`src/ddrt_pkg.sv`:
```
// Operation
// - Two clocks after mode register set.
// - Row open 45/50 ns, close before 120 us.
// - Same-bank activate/refresh spacing 65/70 ns.
// - Refresh to activate/refresh 75/80 ns.
// - Activate to read/write 20 ns.
// - Precharge to activate 20 ns.
// - Auto-precharge access waits activate-to-autoprecharge delay.
// - Activates to different banks 15 ns apart.
// - Write recovery 15 ns before precharge.
// - Write auto-precharge: rounded recovery plus precharge.
// - One clock from write end to read.
// - Self-refresh exit to non-read 75/80 ns.
// - Self-refresh exit to read 200 clocks.
// - Average refresh interval at most 7.8 us.
// - At most eight refreshes owed.
// - Write preamble from high impedance, quarter clock.
// - Write postamble between 0.40 and 0.60 clocks.
// - Strobe falling edge 0.2 clocks from clock.
// - Strobe phases at least 0.35 clocks.
// - First strobe edge 0.75 to 1.25 clocks.
package ddrt_pkg;
	// System clock period and the divider that makes the memory clock.
	localparam int SYS_PERIOD_NS = 100;
	localparam int CK_DIV = 2;
	localparam int TCK_NS = SYS_PERIOD_NS * CK_DIV;
	// Counter width, bank count and address widths.
	localparam int CW = 10;
	localparam int NUM_BANKS = 4;
	localparam int BA_W = 2;
	localparam int ADDR_W = 13;
	localparam int AP_BIT = 10;
	localparam int BURST_LEN = 4;
	// Minimum and maximum times, fast grades first, slowest grade second.
	localparam int TRAS_MIN_NS = 45;
	localparam int TRAS_MIN_SLOW_NS = 50;
	localparam int TRAS_MAX_NS = 120000;
	localparam int TRC_NS = 65;
	localparam int TRC_SLOW_NS = 70;
	localparam int TRFC_NS = 75;
	localparam int TRFC_SLOW_NS = 80;
	localparam int TRCD_NS = 20;
	localparam int TRP_NS = 20;
	localparam int TRRD_NS = 15;
	localparam int TWR_NS = 15;
	localparam int TXSNR_NS = 75;
	localparam int TXSNR_SLOW_NS = 80;
	localparam real TREFI_US = 7.8;
	// Times given directly in memory clocks, and the limit on refreshes owed.
	localparam int TMRD_CK = 2;
	localparam int TWTR_CK = 1;
	localparam int TXSRD_CK = 200;
	localparam int REF_OWED_MAX = 8;
	localparam int RAS_GUARD_CK = 16;
	// Longest times round down to whole memory clocks.
	localparam int TRAS_MAX_CK = TRAS_MAX_NS / TCK_NS;
	localparam int TREFI_CK = int'($floor(TREFI_US * 1000.0 / TCK_NS));
	// Write strobe steps in system cycles, each half a memory clock, counted from the write.
	localparam logic [2:0] WSEQ_PRE = 3'h2;
	localparam logic [2:0] WSEQ_FIRST = 3'h3;
	localparam logic [2:0] WSEQ_LAST = 3'h6;
	localparam logic [2:0] WSEQ_END = 3'h7;
	// Command pins {cs_n, ras_n, cas_n, we_n}.
	localparam logic [3:0] PIN_NOP = 4'h7;
	localparam logic [3:0] PIN_ACT = 4'h3;
	localparam logic [3:0] PIN_RD = 4'h5;
	localparam logic [3:0] PIN_WR = 4'h4;
	localparam logic [3:0] PIN_PRE = 4'h2;
	localparam logic [3:0] PIN_REF = 4'h1;
	localparam logic [3:0] PIN_MRS = 4'h0;
	typedef enum logic [1:0] {DDRT_G266A = 2'b00, DDRT_G266 = 2'b01, DDRT_G200 = 2'b10} ddrt_grade_e;
	typedef enum logic [3:0] {
		DDRT_NOP = 4'b0000, DDRT_MRS = 4'b0001, DDRT_ACT = 4'b0010, DDRT_RD = 4'b0011,
		DDRT_WR = 4'b0100, DDRT_PRE = 4'b0101, DDRT_PREALL = 4'b0110, DDRT_REF = 4'b0111,
		DDRT_SRE = 4'b1000, DDRT_SRX = 4'b1001
	} ddrt_cmd_e;
	// Ceiling division of a minimum time by the memory clock, at least one clock.
	function automatic int ns2ck(input int ns);
		ns2ck = (ns + TCK_NS - 1) / TCK_NS;
		if (ns2ck < 1) begin
			ns2ck = 1;
		end
	endfunction
	// Load value that lets a command through exactly the given number of clocks later.
	function automatic logic [CW-1:0] ld(input int ck);
		ld = CW'(ck - 1);
	endfunction
	// Picks the slowest-grade figure or the faster-grade figure.
	function automatic int by_grade(input ddrt_grade_e g, input int fast_ns, input int slow_ns);
		by_grade = (g == DDRT_G200) ? slow_ns : fast_ns;
	endfunction
	// Down-counter step: a load wins, else count down on a clock tick until zero.
	function automatic logic [CW-1:0] step(input logic [CW-1:0] cnt, input logic load,
		input logic [CW-1:0] val, input logic tick);
		if (load) begin
			step = val;
		end else if (tick && cnt != '0) begin
			step = cnt - 1'b1;
		end else begin
			step = cnt;
		end
	endfunction
endpackage

```
`src/ddrt_bank_if.sv`:
```
`timescale 1ns/1ns
// Events from the command guard to one bank timer, and that bank's permissions back.
interface ddrt_bank_if;
	logic tick; // One memory clock has passed.
	logic act; // Activate to this bank.
	logic rd; // Read to this bank.
	logic wr; // Write to this bank.
	logic ap; // The read or write carries auto-precharge.
	logic pre; // Precharge to this bank.
	logic refr; // Refresh or self-refresh entry, all banks.
	logic wr_end; // Last write data of this bank's burst.
	logic open; // A row is open.
	logic ok_act; // An activate may go now.
	logic ok_rw; // A plain read or write may go now.
	logic ok_ap; // A read or write with auto-precharge may go now.
	logic ok_pre; // A precharge may go now.
	logic ras_due; // The row has been open nearly as long as allowed.
	modport ctl(output tick, act, rd, wr, ap, pre, refr, wr_end,
		input open, ok_act, ok_rw, ok_ap, ok_pre, ras_due);
	modport bank(input tick, act, rd, wr, ap, pre, refr, wr_end,
		output open, ok_act, ok_rw, ok_ap, ok_pre, ras_due);
endinterface

```
`src/ddrt_bank_timer.sv`:
```
`timescale 1ns/1ns
// Per-bank timing counters; all loads happen on memory clock ticks.
module ddrt_bank_timer #(
	parameter ddrt_pkg::ddrt_grade_e GRADE = ddrt_pkg::DDRT_G266A
) (
	input wire logic clk,
	input wire logic reset_n,
	ddrt_bank_if.bank bi
);
	import ddrt_pkg::*;
	localparam logic [CW-1:0] RC_LD = ld(ns2ck(by_grade(GRADE, TRC_NS, TRC_SLOW_NS)));
	localparam logic [CW-1:0] RAS_LD = ld(ns2ck(by_grade(GRADE, TRAS_MIN_NS, TRAS_MIN_SLOW_NS)));
	localparam logic [CW-1:0] RCD_LD = ld(ns2ck(TRCD_NS));
	localparam logic [CW-1:0] RP_LD = ld(ns2ck(TRP_NS));
	localparam logic [CW-1:0] WR_LD = ld(ns2ck(TWR_NS));
	localparam logic [CW-1:0] DAL_LD = ld(ns2ck(TWR_NS) + ns2ck(TRP_NS));
	localparam logic [CW-1:0] RDAP_LD = ld(BURST_LEN / 2 + ns2ck(TRP_NS));
	localparam logic [CW-1:0] RAS_DUE = CW'(TRAS_MAX_CK - RAS_GUARD_CK);
	logic [CW-1:0] rc_cnt; // Activate or refresh to next activate.
	logic [CW-1:0] rp_cnt; // Precharge in progress.
	logic [CW-1:0] rcd_cnt; // Activate to column access.
	logic [CW-1:0] ras_cnt; // Least row-open time.
	logic [CW-1:0] wr_cnt; // Write recovery.
	logic [CW-1:0] age; // Clocks since the row was opened.
	logic is_open; // Row open.
	logic wr_busy; // Write burst still on the strobe.
	logic wr_ap; // Pending write carries auto-precharge.
	// Spacing counters, all four in one process.
	always_ff @(posedge clk) begin
		if (!reset_n) begin
			rc_cnt <= '0;
			rcd_cnt <= '0;
			ras_cnt <= '0;
			wr_cnt <= '0;
		end else begin
			rc_cnt <= step(rc_cnt, bi.act || bi.refr, RC_LD, bi.tick);
			rcd_cnt <= step(rcd_cnt, bi.act, RCD_LD, bi.tick);
			ras_cnt <= step(ras_cnt, bi.act, RAS_LD, bi.tick);
			wr_cnt <= step(wr_cnt, bi.wr_end, WR_LD, bi.tick);
		end
	end
	// Precharge time, stretched for write auto-precharge by the rounded recovery sum and for read auto-precharge by half the burst.
	always_ff @(posedge clk) begin
		if (!reset_n) begin
			rp_cnt <= '0;
		end else if (bi.wr_end && wr_ap) begin
			rp_cnt <= DAL_LD;
		end else if (bi.rd && bi.ap) begin
			rp_cnt <= RDAP_LD;
		end else begin
			rp_cnt <= step(rp_cnt, bi.pre && is_open, RP_LD, bi.tick);
		end
	end
	// Row state, write burst state and row age.
	always_ff @(posedge clk) begin
		if (!reset_n) begin
			is_open <= 1'b0;
			wr_busy <= 1'b0;
			wr_ap <= 1'b0;
			age <= '0;
		end else begin
			if (bi.act) begin
				is_open <= 1'b1;
			end else if (bi.pre || ((bi.rd || bi.wr) && bi.ap)) begin
				is_open <= 1'b0;
			end
			if (bi.wr) begin
				wr_busy <= 1'b1;
				wr_ap <= bi.ap;
			end else if (bi.wr_end) begin
				wr_busy <= 1'b0;
			end
			if (bi.act) begin
				age <= '0;
			end else if (bi.tick && is_open && age != '1) begin
				age <= age + 1'b1;
			end
		end
	end
	assign bi.open = is_open;
	assign bi.ok_act = !is_open && !wr_busy && rc_cnt == '0 && rp_cnt == '0;
	assign bi.ok_rw = is_open && !wr_busy && rcd_cnt == '0;
	assign bi.ok_ap = is_open && !wr_busy && rcd_cnt == '0 && ras_cnt == '0;
	assign bi.ok_pre = !wr_busy && wr_cnt == '0 && (!is_open || ras_cnt == '0);
	assign bi.ras_due = is_open && age >= RAS_DUE;
endmodule

```
`src/ddrt_refresh.sv`:
```
`timescale 1ns/1ns
// Counts refreshes owed to the memory, one per average refresh interval.
module ddrt_refresh #(
	parameter int REFI_CK = ddrt_pkg::TREFI_CK
) (
	input wire logic clk,
	input wire logic reset_n,
	input wire logic tick,
	input wire logic ref_done,
	input wire logic self_ref,
	output logic [3:0] owed,
	output logic urgent
);
	import ddrt_pkg::*;
	logic [CW-1:0] ivl; // Clocks left in the current interval.
	logic due; // This tick closes an interval.
	assign due = tick && ivl == '0;
	// Interval timer; it restarts while the memory refreshes itself.
	always_ff @(posedge clk) begin
		if (!reset_n || self_ref) begin
			ivl <= CW'(REFI_CK - 1);
		end else begin
			ivl <= due ? CW'(REFI_CK - 1) : step(ivl, 1'b0, '0, tick);
		end
	end
	// Owed count; an interval ending in the cycle of a refresh leaves it unchanged.
	always_ff @(posedge clk) begin
		if (!reset_n || self_ref) begin
			owed <= 4'h0;
		end else if (due && !ref_done) begin
			owed <= owed + 4'h1;
		end else if (!due && ref_done && owed != 4'h0) begin
			owed <= owed - 4'h1;
		end
	end
	assign urgent = owed >= 4'(REF_OWED_MAX - 1);
endmodule

```
`src/ddrt_guard.sv`:
```
`timescale 1ns/1ns
// Command timing guard and refresh scheduler in front of a DDR memory.
// User commands are held until every spacing is met; row age and urgent
// refresh debt are served first, by commands that the guard makes itself.
module ddrt_guard #(
	parameter ddrt_pkg::ddrt_grade_e GRADE = ddrt_pkg::DDRT_G266A,
	parameter int REFI_CK = ddrt_pkg::TREFI_CK
) (
	input wire logic sys_clk,
	input wire logic reset_n,
	input wire logic cmd_valid,
	input wire ddrt_pkg::ddrt_cmd_e cmd_code,
	input wire logic [ddrt_pkg::BA_W-1:0] cmd_bank,
	input wire logic [ddrt_pkg::ADDR_W-1:0] cmd_addr,
	input wire logic cmd_ap,
	output logic cmd_done,
	output logic sr_active,
	output logic [3:0] refresh_owed,
	output logic ddr_ck,
	output logic ddr_cke,
	output logic ddr_cs_n,
	output logic ddr_ras_n,
	output logic ddr_cas_n,
	output logic ddr_we_n,
	output logic [ddrt_pkg::BA_W-1:0] ddr_ba,
	output logic [ddrt_pkg::ADDR_W-1:0] ddr_a,
	output logic ddr_dqs,
	output logic ddr_dqs_oe,
	output logic wr_beat
);
	import ddrt_pkg::*;

	// Global load values, in memory clocks.
	localparam logic [CW-1:0] MRD_LD = ld(TMRD_CK);
	localparam logic [CW-1:0] RRD_LD = ld(ns2ck(TRRD_NS));
	localparam logic [CW-1:0] RFC_LD = ld(ns2ck(by_grade(GRADE, TRFC_NS, TRFC_SLOW_NS)));
	localparam logic [CW-1:0] XSNR_LD = ld(ns2ck(by_grade(GRADE, TXSNR_NS, TXSNR_SLOW_NS)));
	localparam logic [CW-1:0] XSRD_LD = ld(TXSRD_CK);
	localparam logic [CW-1:0] WTR_LD = ld(TWTR_CK);

	// Returns the lowest set bit index of a bank vector.
	function automatic logic [BA_W-1:0] first_set(input logic [NUM_BANKS-1:0] v);
		first_set = '0;
		for (int k = NUM_BANKS - 1; k >= 0; k--) begin
			if (v[k]) begin
				first_set = BA_W'(k);
			end
		end
	endfunction

	// Maps a command to its pin pattern.
	function automatic logic [3:0] pins_of(input ddrt_cmd_e c);
		case (c)
			DDRT_MRS: pins_of = PIN_MRS;
			DDRT_ACT: pins_of = PIN_ACT;
			DDRT_RD: pins_of = PIN_RD;
			DDRT_WR: pins_of = PIN_WR;
			DDRT_PRE, DDRT_PREALL: pins_of = PIN_PRE;
			DDRT_REF, DDRT_SRE: pins_of = PIN_REF;
			default: pins_of = PIN_NOP;
		endcase
	endfunction

	logic slot; // Edge at which the memory clock falls and new pins are launched.
	logic [CW-1:0] mrd_cnt; // Mode register set to any command.
	logic [CW-1:0] rrd_cnt; // Activate to activate in another bank.
	logic [CW-1:0] rfc_cnt; // Refresh to activate or refresh.
	logic [CW-1:0] xsnr_cnt; // Self-refresh exit to non-read command.
	logic [CW-1:0] xsrd_cnt; // Self-refresh exit to read.
	logic [CW-1:0] wtr_cnt; // Write end to read.
	logic [2:0] wcnt; // Write strobe step, zero when idle.
	logic [BA_W-1:0] wr_bank; // Bank of the write on the strobe.
	logic wr_end; // Last write data leaves in this cycle.
	logic owed_urgent; // Refresh debt is one short of its limit.
	logic [NUM_BANKS-1:0] b_open, b_ok_act, b_ok_rw, b_ok_ap, b_ok_pre, b_due;
	logic all_closed; // No bank has an open row.
	logic ref_ok; // A refresh may go now.
	logic user_ok; // The presented command may go now.
	ddrt_cmd_e issue; // Command launched at this edge.
	logic [BA_W-1:0] issue_bank; // Its bank.
	logic issue_ap; // Its auto-precharge flag.
	logic issue_user; // It came from the user port.

	assign slot = ddr_ck;
	assign wr_end = wcnt == WSEQ_LAST;

	// One bank timer per bank, each fed by its own event strobes.
	for (genvar i = 0; i < NUM_BANKS; i++) begin : g_bank
		ddrt_bank_if bif();
		ddrt_bank_timer #(.GRADE(GRADE)) u_timer (
			.clk(sys_clk),
			.reset_n(reset_n),
			.bi(bif.bank)
		);
		assign bif.tick = slot;
		assign bif.act = issue == DDRT_ACT && issue_bank == BA_W'(i);
		assign bif.rd = issue == DDRT_RD && issue_bank == BA_W'(i);
		assign bif.wr = issue == DDRT_WR && issue_bank == BA_W'(i);
		assign bif.ap = issue_ap;
		assign bif.pre = issue == DDRT_PREALL || (issue == DDRT_PRE && issue_bank == BA_W'(i));
		assign bif.refr = issue == DDRT_REF || issue == DDRT_SRE;
		assign bif.wr_end = wr_end && wr_bank == BA_W'(i);
		assign b_open[i] = bif.open;
		assign b_ok_act[i] = bif.ok_act;
		assign b_ok_rw[i] = bif.ok_rw;
		assign b_ok_ap[i] = bif.ok_ap;
		assign b_ok_pre[i] = bif.ok_pre;
		assign b_due[i] = bif.ras_due && bif.ok_pre;
	end

	// Refresh debt; the owed count is a flip-flop inside the scheduler.
	ddrt_refresh #(.REFI_CK(REFI_CK)) u_refresh (
		.clk(sys_clk),
		.reset_n(reset_n),
		.tick(slot),
		.ref_done(issue == DDRT_REF),
		.self_ref(sr_active),
		.owed(refresh_owed),
		.urgent(owed_urgent)
	);

	assign all_closed = ~|b_open;
	// Refresh needs every bank idle and past its activate and precharge spacing.
	assign ref_ok = &b_ok_act && rfc_cnt == '0 && xsnr_cnt == '0 && mrd_cnt == '0;

	// Checks the presented command against every spacing that applies to it.
	always_comb begin
		user_ok = 1'b0;
		if (sr_active) begin
			user_ok = cmd_code == DDRT_SRX;
		end else if (mrd_cnt == '0 && xsnr_cnt == '0) begin
			case (cmd_code)
				// A no-operation is taken at once and simply sends an idle slot.
				DDRT_NOP: user_ok = 1'b1;
				DDRT_MRS: user_ok = all_closed && wcnt == '0;
				DDRT_ACT: user_ok = b_ok_act[cmd_bank] && rrd_cnt == '0 && rfc_cnt == '0;
				DDRT_RD: user_ok = (cmd_ap ? b_ok_ap[cmd_bank] : b_ok_rw[cmd_bank])
					&& wcnt == '0 && wtr_cnt == '0 && xsrd_cnt == '0;
				DDRT_WR: user_ok = (cmd_ap ? b_ok_ap[cmd_bank] : b_ok_rw[cmd_bank])
					&& wcnt == '0;
				DDRT_PRE: user_ok = b_ok_pre[cmd_bank];
				DDRT_PREALL: user_ok = &b_ok_pre;
				DDRT_REF, DDRT_SRE: user_ok = ref_ok;
				default: user_ok = 1'b0;
			endcase
		end
	end

	// Chooses the command for this edge: row age first, then refresh debt, then the user.
	always_comb begin
		issue = DDRT_NOP;
		issue_bank = cmd_bank;
		issue_ap = 1'b0;
		issue_user = 1'b0;
		if (!slot || !reset_n) begin
			issue = DDRT_NOP;
		end else if (!sr_active && |b_due && mrd_cnt == '0) begin
			issue = DDRT_PRE;
			issue_bank = first_set(b_due);
		end else if (!sr_active && owed_urgent) begin
			if (!all_closed && &b_ok_pre && mrd_cnt == '0) begin
				issue = DDRT_PREALL;
			end else if (all_closed && ref_ok) begin
				issue = DDRT_REF;
			end
		end else if (cmd_valid && user_ok) begin
			issue = cmd_code;
			issue_ap = cmd_ap && (cmd_code == DDRT_RD || cmd_code == DDRT_WR);
			issue_user = 1'b1;
		end
	end

	// Memory clock: the system clock divided by two.
	always_ff @(posedge sys_clk) begin
		if (!reset_n) begin
			ddr_ck <= 1'b0;
		end else begin
			ddr_ck <= ~ddr_ck;
		end
	end

	// Command pins change only at slots, half a memory clock before the memory samples them.
	always_ff @(posedge sys_clk) begin
		if (!reset_n) begin
			{ddr_cs_n, ddr_ras_n, ddr_cas_n, ddr_we_n} <= PIN_NOP;
			ddr_ba <= '0;
			ddr_a <= '0;
		end else if (slot) begin
			{ddr_cs_n, ddr_ras_n, ddr_cas_n, ddr_we_n} <= pins_of(issue);
			ddr_ba <= issue_bank;
			ddr_a <= cmd_addr;
			if (issue == DDRT_RD || issue == DDRT_WR) begin
				ddr_a[AP_BIT] <= issue_ap;
			end else if (issue == DDRT_PRE || issue == DDRT_PREALL) begin
				ddr_a <= '0;
				ddr_a[AP_BIT] <= issue == DDRT_PREALL;
			end
		end
	end

	// Clock enable and self-refresh state.
	always_ff @(posedge sys_clk) begin
		if (!reset_n) begin
			ddr_cke <= 1'b0;
			sr_active <= 1'b0;
		end else if (issue == DDRT_SRE) begin
			ddr_cke <= 1'b0;
			sr_active <= 1'b1;
		end else if (issue == DDRT_SRX) begin
			ddr_cke <= 1'b1;
			sr_active <= 1'b0;
		end else if (!sr_active) begin
			ddr_cke <= 1'b1;
		end
	end

	// Spacing counters shared by all banks.
	always_ff @(posedge sys_clk) begin
		if (!reset_n) begin
			mrd_cnt <= '0;
			rrd_cnt <= '0;
			rfc_cnt <= '0;
			xsnr_cnt <= '0;
			xsrd_cnt <= '0;
			wtr_cnt <= '0;
		end else begin
			mrd_cnt <= step(mrd_cnt, issue == DDRT_MRS, MRD_LD, slot);
			rrd_cnt <= step(rrd_cnt, issue == DDRT_ACT, RRD_LD, slot);
			rfc_cnt <= step(rfc_cnt, issue == DDRT_REF, RFC_LD, slot);
			xsnr_cnt <= step(xsnr_cnt, issue == DDRT_SRX, XSNR_LD, slot);
			xsrd_cnt <= step(xsrd_cnt, issue == DDRT_SRX, XSRD_LD, slot);
			wtr_cnt <= step(wtr_cnt, wr_end, WTR_LD, slot);
		end
	end

	// Write strobe step counter; one write burst on the strobe at a time.
	always_ff @(posedge sys_clk) begin
		if (!reset_n) begin
			wcnt <= '0;
			wr_bank <= '0;
		end else if (issue == DDRT_WR) begin
			wcnt <= 3'h1;
			wr_bank <= issue_bank;
		end else if (wcnt == WSEQ_END) begin
			wcnt <= '0;
		end else if (wcnt != '0) begin
			wcnt <= wcnt + 3'h1;
		end
	end

	// Write strobe: a half-clock low preamble out of high impedance, first rising
	// edge one memory clock after the write is sampled, half-clock phases that
	// fall midway between clock rises, and a half-clock low postamble.
	always_ff @(posedge sys_clk) begin
		if (!reset_n) begin
			ddr_dqs <= 1'b0;
			ddr_dqs_oe <= 1'b0;
			wr_beat <= 1'b0;
		end else begin
			ddr_dqs_oe <= wcnt >= WSEQ_PRE && wcnt < WSEQ_END;
			ddr_dqs <= wcnt >= WSEQ_FIRST && wcnt <= WSEQ_LAST && wcnt[0];
			wr_beat <= wcnt >= WSEQ_FIRST && wcnt <= WSEQ_LAST;
		end
	end

	// Acknowledge to the user, raised at the same edge that puts its command on the pins.
	always_ff @(posedge sys_clk) begin
		if (!reset_n) begin
			cmd_done <= 1'b0;
		end else begin
			cmd_done <= issue_user;
		end
	end
endmodule

```
`config.mk`:
```
export PLATFORM = sky130hd
export DESIGN_NAME = ddrt_guard
export DESIGN_NICKNAME = d
export VERILOG_FILES = /design/src/ddrt_pkg.sv /design/src/ddrt_bank_if.sv /design/src/ddrt_bank_timer.sv /design/src/ddrt_refresh.sv /design/src/ddrt_guard.sv
export SDC_FILE = /design/constraint.sdc
export NUM_CORES = 1
export LEC_CHECK = 0
export BUFFER_PORTS_ARGS = -buffer_cell sky130_fd_sc_hd__buf_4
export CORE_MARGIN = 4
export CORE_UTILIZATION = 23
export DETAILED_ROUTE_END_ITERATION = 7
export GPL_ROUTABILITY_DRIVEN = 0
export PLACE_DENSITY = 0.43
export REMOVE_ABC_BUFFERS = 1
export SLEW_MARGIN = 20
export SYNTH_ARGS = -nofsm -noshare
export SYNTH_HDL_FRONTEND = slang
export SYNTH_HIERARCHICAL = 1
export SYNTH_SLANG_ARGS = --single-unit
```
`constraint.sdc`:
```
create_clock -name sys_clk -period 9 [get_ports sys_clk]
set_clock_uncertainty 0.2 [all_clocks]
set_input_delay 0.9 -clock sys_clk [delete_from_list [all_inputs] [get_ports sys_clk]]
set_output_delay 0.9 -clock sys_clk [all_outputs]
set_load 0.02 [all_outputs]
```
Yosys cells after proc, flatten, opt, wreduce, memory -nomap -nowiden --
Memories as Yosys holds them, arrays and structs flattened. A register that Yosys moved wholly into a read port is not among the register bits. Cells that the tools add are included.
Storage, ports and cells: flip-flop bits (word level) 354, memory bits (read-only) 48, bits of input ports 23, output and inout bits 30, word-level logic and storage cells 515, memories kept 1
Operators by class: add/subtract/negate cells 34, $lt $le $gt $ge 10, equality and inequality tests 31, muxes and demuxes 78, bitwise gates (word level) 2, reduce and logical (&&, ||, !) cells 292
Memory list:
- (no name shown) | depth 16, bits a word 3, read ports 1, clocked after Yosys merged registers in 1, write ports 0, RTL line ddrt_guard.sv:53 | case (c)
Operators by type and width (number):
- logical NOT 10 bit | 27
- nonzero test 10 bit | 27
- subtractor 10 x 1 -> 10 bit, second input constant | 27
- logical AND 1 bit | 136
- OR reduction 2 bit | 24
- 2-to-1 mux 1 bit | 42
- adder 10 x 1 -> 10 bit, second input constant | 4
- greater-or-equal comparator 10 bit, second input constant | 4
- != test 10 bit, second input constant | 4
- 2-to-1 mux 2 bit | 19
- == test 4 x 3 -> 1 bit, second input constant | 8
- OR reduction 4 bit | 7
- logical OR 1 bit | 26
- 2-to-1 mux 4 bit | 6
- nonzero test 2 bit | 12
- nonzero test 4 bit | 5
- nonzero test 3 bit | 6
- == test 4 x 2 -> 1 bit, second input constant | 4
- == test 4 bit, second input constant | 4
- 2-to-1 mux 8 bit | 2
- logical NOT 1 bit | 15
- 2-to-1 mux 13 bit | 1
- 2-to-1 mux 10 bit | 1
- binary-select mux 1 bit (select 2 bit) | 4
- other kinds (21) | 32

Depth between registers and ports, before layout --
depth in word-level cells 25, gate-level depth with buffers 25, depth with buffers taken out 24

By module --
Netlist, hierarchy kept.
Modules (own cells, without submodules):
- ddrt_bank_timer (g_bank[0].u_timer ...) | instances 3, cells each 385, area each 3295.7 um^2, seq. area each 1261.2 um^2
- ddrt_guard | instances 1, cells each 544, area each 4648.2 um^2, seq. area each 1801.7 um^2
- ddrt_bank_timer (g_bank[1].u_timer) | instances 1, cells each 380, area each 3274.4 um^2, seq. area each 1261.2 um^2
- ddrt_refresh | instances 1, cells each 93, area each 852.1 um^2, seq. area each 280.3 um^2

Worst setup path after synthesis --
OpenSTA, ideal clock, no wires.
path type register to register, start point reg g_bank[2].u_timer.rc_cnt[0], end point reg u_refresh.owed[3], setup time 0.072 ns, arrival 4.561 ns, required time 8.728 ns, path slack 4.168 ns, cell stages (with the launch flop) 25, buffers on the path 1, period minus slack after synthesis 4.832 ns, cells stage by stage dfxtp_1 -> inv_1 -> ha_1 -> or3b_2 -> or4_4 -> nor4_4 -> nand4_1 -> nor4_1 -> nor2b_1 -> a32o_1 -> o21a_1 -> or2_1 -> buf_4 -> a31oi_1 -> nand2b_1 -> inv_1 -> ha_1 -> inv_1 -> nor2_1 -> nand4b_1 -> ha_1 -> a21oi_1 -> a21oi_1 -> mux2i_1 -> mux2i_1
Between the ends: word-level cells in the longest chain between the ends 19, elaborated cells between the ends (all ways) 29, classes of those cells eq/ne (1); mux (12); reduce/logical (16)
Ends and longest elaborated chain:
- start, declared | RTL line ddrt_bank_timer.sv:19 | logic [CW-1:0] rc_cnt;
- start signal, assigned | RTL line ddrt_bank_timer.sv:36 | rc_cnt <= step(rc_cnt, bi.act || bi.refr, RC_LD, bi.tick);
- logical NOT 10 bit * | RTL line ddrt_bank_timer.sv:81 | assign bi.ok_act = !is_open && !wr_busy && rc_cnt == '0 && rp_cnt == '0;
- logical AND 1 bit * (2 in a row) | RTL line ddrt_bank_timer.sv:81
- via g_bank[2].bif.ok_act | RTL line ddrt_bank_if.sv:13 | logic ok_act;
- binary-select mux 1 bit (select 2 bit) / AND reduction 4 bit (equally long branches) | RTL line ddrt_guard.sv:136, ddrt_guard.sv:124
- 2-to-1 mux 1 bit (implied by the code) / logical AND 1 bit (equally long branches) | RTL line ddrt_guard.sv:136, ddrt_guard.sv:124
- logical AND 1 bit, on equally long branches (2 in a row) | RTL line ddrt_guard.sv:136, ddrt_guard.sv:124
- case mux 1 bit (8 select lines) | RTL line ddrt_guard.sv:132 | case (cmd_code)
- 2-to-1 mux 1 bit | RTL line ddrt_guard.sv:131 | end else if (mrd_cnt == '0 && xsnr_cnt == '0) begin
- [2 not listed]
- 2-to-1 mux 4 bit | RTL line ddrt_guard.sv:166 | end else if (cmd_valid && user_ok) begin
- 2-to-1 mux 4 bit * | RTL line ddrt_guard.sv:160 | end else if (!sr_active && owed_urgent) begin
- 2-to-1 mux 4 bit * | RTL line ddrt_guard.sv:157 | end else if (!sr_active && |b_due && mrd_cnt == '0) begin
- 2-to-1 mux 4 bit * | RTL line ddrt_guard.sv:155 | if (!slot || !reset_n) begin
- == test 4 x 3 -> 1 bit * | RTL line ddrt_guard.sv:116 | .ref_done(issue == DDRT_REF),
- logical NOT 1 bit / logical AND 1 bit (equally long branches) | RTL line ddrt_refresh.sv:30, ddrt_refresh.sv:32
- logical AND 1 bit, on equally long branches | RTL line ddrt_refresh.sv:30, ddrt_refresh.sv:32
- 2-to-1 mux 4 bit / nonzero test 2 bit (equally long branches)
- end signal, assigned | RTL line ddrt_refresh.sv:31 | owed <= owed + 4'h1;
- end signal, assigned | RTL line ddrt_refresh.sv:33 | owed <= owed - 4'h1;
- end, declared | RTL line ddrt_refresh.sv:11 | output logic [3:0] owed,
Mark *: on every way through the listed nets, which the timed path passes. The rest lies on a longest branch. The select of a mux whose other input is x is not followed. A chain may end at the register's enable or synchronous reset.

Final worst setup path --
start point reg g_bank[1].u_timer.rp_cnt[0], end point reg g_bank[1].u_timer.rc_cnt[5]
Between the ends: word-level cells in the longest chain between the ends 18, elaborated cells between the ends (all ways) 28, classes of those cells eq/ne (3); mux (11); reduce/logical (14)
Ends and longest elaborated chain:
- start, declared | RTL line ddrt_bank_timer.sv:20 | logic [CW-1:0] rp_cnt;
- start signal, assigned | RTL line ddrt_bank_timer.sv:51 | rp_cnt <= step(rp_cnt, bi.pre && is_open, RP_LD, bi.tick);
- logical NOT 10 bit * | RTL line ddrt_bank_timer.sv:81
- logical AND 1 bit * | RTL line ddrt_bank_timer.sv:81
- via g_bank[1].bif.ok_act | RTL line ddrt_bank_if.sv:13
- binary-select mux 1 bit (select 2 bit) / AND reduction 4 bit (equally long branches) | RTL line ddrt_guard.sv:136, ddrt_guard.sv:124
- 2-to-1 mux 1 bit (implied by the code) / logical AND 1 bit (equally long branches) | RTL line ddrt_guard.sv:136, ddrt_guard.sv:124
- logical AND 1 bit, on equally long branches (2 in a row) | RTL line ddrt_guard.sv:136, ddrt_guard.sv:124
- case mux 1 bit (8 select lines) | RTL line ddrt_guard.sv:132
- 2-to-1 mux 1 bit | RTL line ddrt_guard.sv:131
- [3 not listed]
- 2-to-1 mux 4 bit * | RTL line ddrt_guard.sv:160
- 2-to-1 mux 4 bit * | RTL line ddrt_guard.sv:157
- 2-to-1 mux 4 bit * | RTL line ddrt_guard.sv:155
- == test 4 x 2 -> 1 bit * | RTL line ddrt_guard.sv:96 | assign bif.act = issue == DDRT_ACT && issue_bank == BA_W'(i);
- logical AND 1 bit * | RTL line ddrt_guard.sv:96
- via g_bank[1].bif.act | RTL line ddrt_bank_if.sv:5 | logic act;
- logical OR 1 bit * | RTL line ddrt_bank_timer.sv:36
- OR reduction 2 bit (no line) *
- end signal, assigned | RTL line ddrt_bank_timer.sv:36
- end, declared | RTL line ddrt_bank_timer.sv:19
Marked as above.

==> run_results.csv <==
group,metric,value,unit
grt,grt_pass1_vias,15000,
pwr,vdd_ir_drop_max,0.150,mV
finish,nNetsFinal,2286,
clock_tree,cts_buffer_depth,3,
die,dieArea,85800,um^2
clock_tree,clock_sinks,356,
timing,min_period,6.15,ns
pwr,powerDensity,326,nW/um^2
worst_setup_path,critPathKind,"register to register",
synth,synth.distinct_cells,97,
grt,grt.total_usage,0.105,
timing,finalSetupTns,0,ns
placed_design,port_buffers,51,
synth,synth-edff-count,0,
worst_setup_path,cp_slowest_cell,"or4b_1",
clock_tree,post-cts-setup-buffers,0,
synth,synth_common_cells,"dfxtp_1 (356), nor2_1 (338), nand2_1 (118)",
die,die_y,293,um
clock_tree,htree_levels,2,
synth,synth.most_common_cell,"dfxtp_1",
clock_tree,clockRootBuffer,"clkbuf_16",
finish,multiInputGateArea,10800,um^2
clock_tree,cts_made_buffers,47,
pwr,p_int,4.30,mW
worst_setup_path,critPathRequiredTime,9.32,ns
synth,post-synth-top-area-cell,"dfxtp_1",
placed_design,placed_cells,3222,
synth,synth-seq-area-share,0.382,
worst_setup_path,crit_arrival,6.47,ns
pwr,swShare,0.392,
finish,layout-area-overhead-vs-synth,16.3,%
worst_setup_path,setup.worst_path.end_class,"register",
die,die_w,293,um
worst_setup_path,crit_family,"simple AND/OR/NAND/NOR gates",
finish,fillCellCount,8608,
route,drc,0,
synth,synth_area_leaders,"dfxtp_1 (38%), nor2_1 (6.8%), xnor2_1 (4.4%)",
synth,synth_ff_type,"dfxtp_1",
clock_tree,cts_resized,0,
timing,fmax,0.163,GHz
synth,synth_area,18700,um^2
clock_tree,hold_buffers,0,
pwr,pwr-share-clk,0.266,
min_path,hp-class,"register to register",
synth,synth-warning-count,6,
route,first_pass_iters,4,
synth,synth_top_cell_area_share,0.382,
pwr,p_sw,2.77,mW
grt,grt_first_pass_wirelength,76.3,mm
worst_setup_path,critPathBufInv,1,
grt,grt_max_degree,66,
route,via_per_inst,4.76,
synth,syn_avg_cell_area,8.59,um^2
route,wl_per_cell,14.0,um
synth,synthCells,2172,
worst_setup_path,path_depth,20,
route,drt_iter0_drc,814,
die,start_util,0.232,
pwr,seqPwrFrac,0.332,
worst_setup_path,worstPathCellList,"inv_1 > ha_1 > or4b_1 > nor3_1 > nor4b_1 > nand4_1 > nor4_1 > nor2b_1 > a32o_1 > o21a_1 > or2_1 > a31oi_1 > nand2b_1 > ha_1 > nand4_1 > nor2_1 > nor2b_1 > nand2b_1 > or4_1 > nand2_1",
timing,setup_viol,0,
route,vias,15800,
finish,final_cells,3312,
die,core,80400,um^2
worst_setup_path,crit_path_max_fanout,9,
timing,worst_pin_slew,0.966,ns
run_status,status,"finished, final reports clean",
route,final_antenna_net_count,0,
worst_setup_path,slowest_delay,0.61,ns
run,drv_cap,0,
timing,max_slew_margin,0.352,
clock_tree,clk_pin_slew_worst_paths,0.06,ns
grt,antenna_found_initial,2,
clock_tree,clkLatencyLatePin,0.60,ns
worst_setup_path,ff2ff_path_depth,20,
finish,drive_gt1_frac,0.116,
timing,layout_worst_path_cycle_share,0.684,
pwr,power_frac_comb,0.402,
route,finalWirelength,46.5,mm
worst_setup_path,start_kind,"register",
die,io_pins,53,
timing,hold_viol_final,0,
placed_design,dp_hpwl,32.8,mm
synth,async_flop_share,0,
synth,ys_ff_latch,356,
pwr,total_leakage_power,7.97,nW
min_path,hold_depth,1,
timing,drv_slew,0,
clock_tree,cts_tree,"done",
finish,ff_latch_area,7130,um^2
die,num_rows,104,
timing,rsz0062_at_grt,"false",
grt,overflow,0,
-- flip-flops by register name, summed over array words and instances (netlist names), 10 cells and up --
name	count
ddr_a	13
g_bank.u_timer/age	40
g_bank.u_timer/ras_cnt	40
g_bank.u_timer/rc_cnt	40
g_bank.u_timer/rcd_cnt	40
g_bank.u_timer/rp_cnt	40
g_bank.u_timer/wr_cnt	40
mrd_cnt	10
rfc_cnt	10
rrd_cnt	10
u_refresh/ivl	10
wtr_cnt	10
xsnr_cnt	10
xsrd_cnt	10
-- area by class of cell --
cell class / instances / area share
multi-input combinational: 1633 / 0.498
sequential: 356 / 0.329
inverter: 116 / 0.0201
clock inverter: 22 / 0.00951
timing repair buffer: 57 / 0.0197
antenna: 2 / 0.000231
clock buffer: 66 / 0.0631
tap: 1060 / 0.0611
-- per-stage QoR --
step	setup slack [ns]	util	power [mW]	hold WS (ns)	cell area (um^2)
floorplan	4.10	-	4.56	0.253	18400
global placement	3.11	0.250	5.18	0.265	20100
detailed placement	2.88	0.250	5.23	0.268	20100
CTS	2.80	0.270	7.18	0.262	21700
global route	2.26	0.270	7.66	0.279	21700
finish	2.85	0.270	7.07	0.275	21700
-- kinds of logic (layout without fill, tap and decap cells) --
logic type / Yosys count / in the layout / synth area share
other: 1 / 3 / 0.000201
XOR/XNOR: 152 / 152 / 0.0713
AND/OR/NAND/NOR: 944 / 944 / 0.276
flip-flops: 356 / 356 / 0.382
AO/OA/AOI/OAI: 443 / 443 / 0.172
multiplexers: 41 / 41 / 0.0247
buffers and inverters: 183 / 261 / 0.0391
adder cells (fa/ha/maj): 52 / 52 / 0.0353
-- placed cells by master, fill, tap and decap left out, types with 37 or more instances in the layout --
cell and n:
ha_1 51, nand2_1 118, xnor2_1 94, clkbuf_16 48
nand3_1 60, dfxtp_1 355, o21ai_0 54, inv_1 116
a31oi_1 48, nor3_1 55, or4_1 43, buf_4 57
xor2_1 58, a21oi_1 92, nor2_1 338, nor4_1 43
a211oi_1 37
-- power groups by stage --
| stage | logic, mW | registers, mW | clock network [mW] |
|---|---|---|---|
| global route | 3.22 | 2.42 | 2.02 |
| detailed placement | 2.86 | 2.38 | 0 |
| floorplan | 2.26 | 2.29 | 0 |
| finish | 2.85 | 2.35 | 1.88 |
| global placement | 2.82 | 2.36 | 0 |
| CTS | 2.87 | 2.35 | 1.96 |
-- worst paths after layout --
| check | endpoint | slack (ns) | startpoint |
|---|---|---|---|
| worst max-delay path | g_bank[1].u_timer/rc_cnt[5] | 2.85 | g_bank[1].u_timer/rp_cnt[0] |
| worst min-delay path | ddr_a[0] | 0.28 | ddr_a[0] |
| worst max register to register | g_bank[1].u_timer/rc_cnt[5] | 2.85 | g_bank[1].u_timer/rp_cnt[0] |
| worst min register to register | ddr_a[0] | 0.28 | ddr_a[0] |
-- per-layer routing --
metal	GRT usage	vias to the layer above	part of all wire
met1	0.139	7458	0.48
met3	0.0200	57	0.039
met2	0.174	204	0.46
li1	-	8037	-
met4	0.0316	0	0.022
met5	0	-	0
Power figures use the tool's default switching activity.
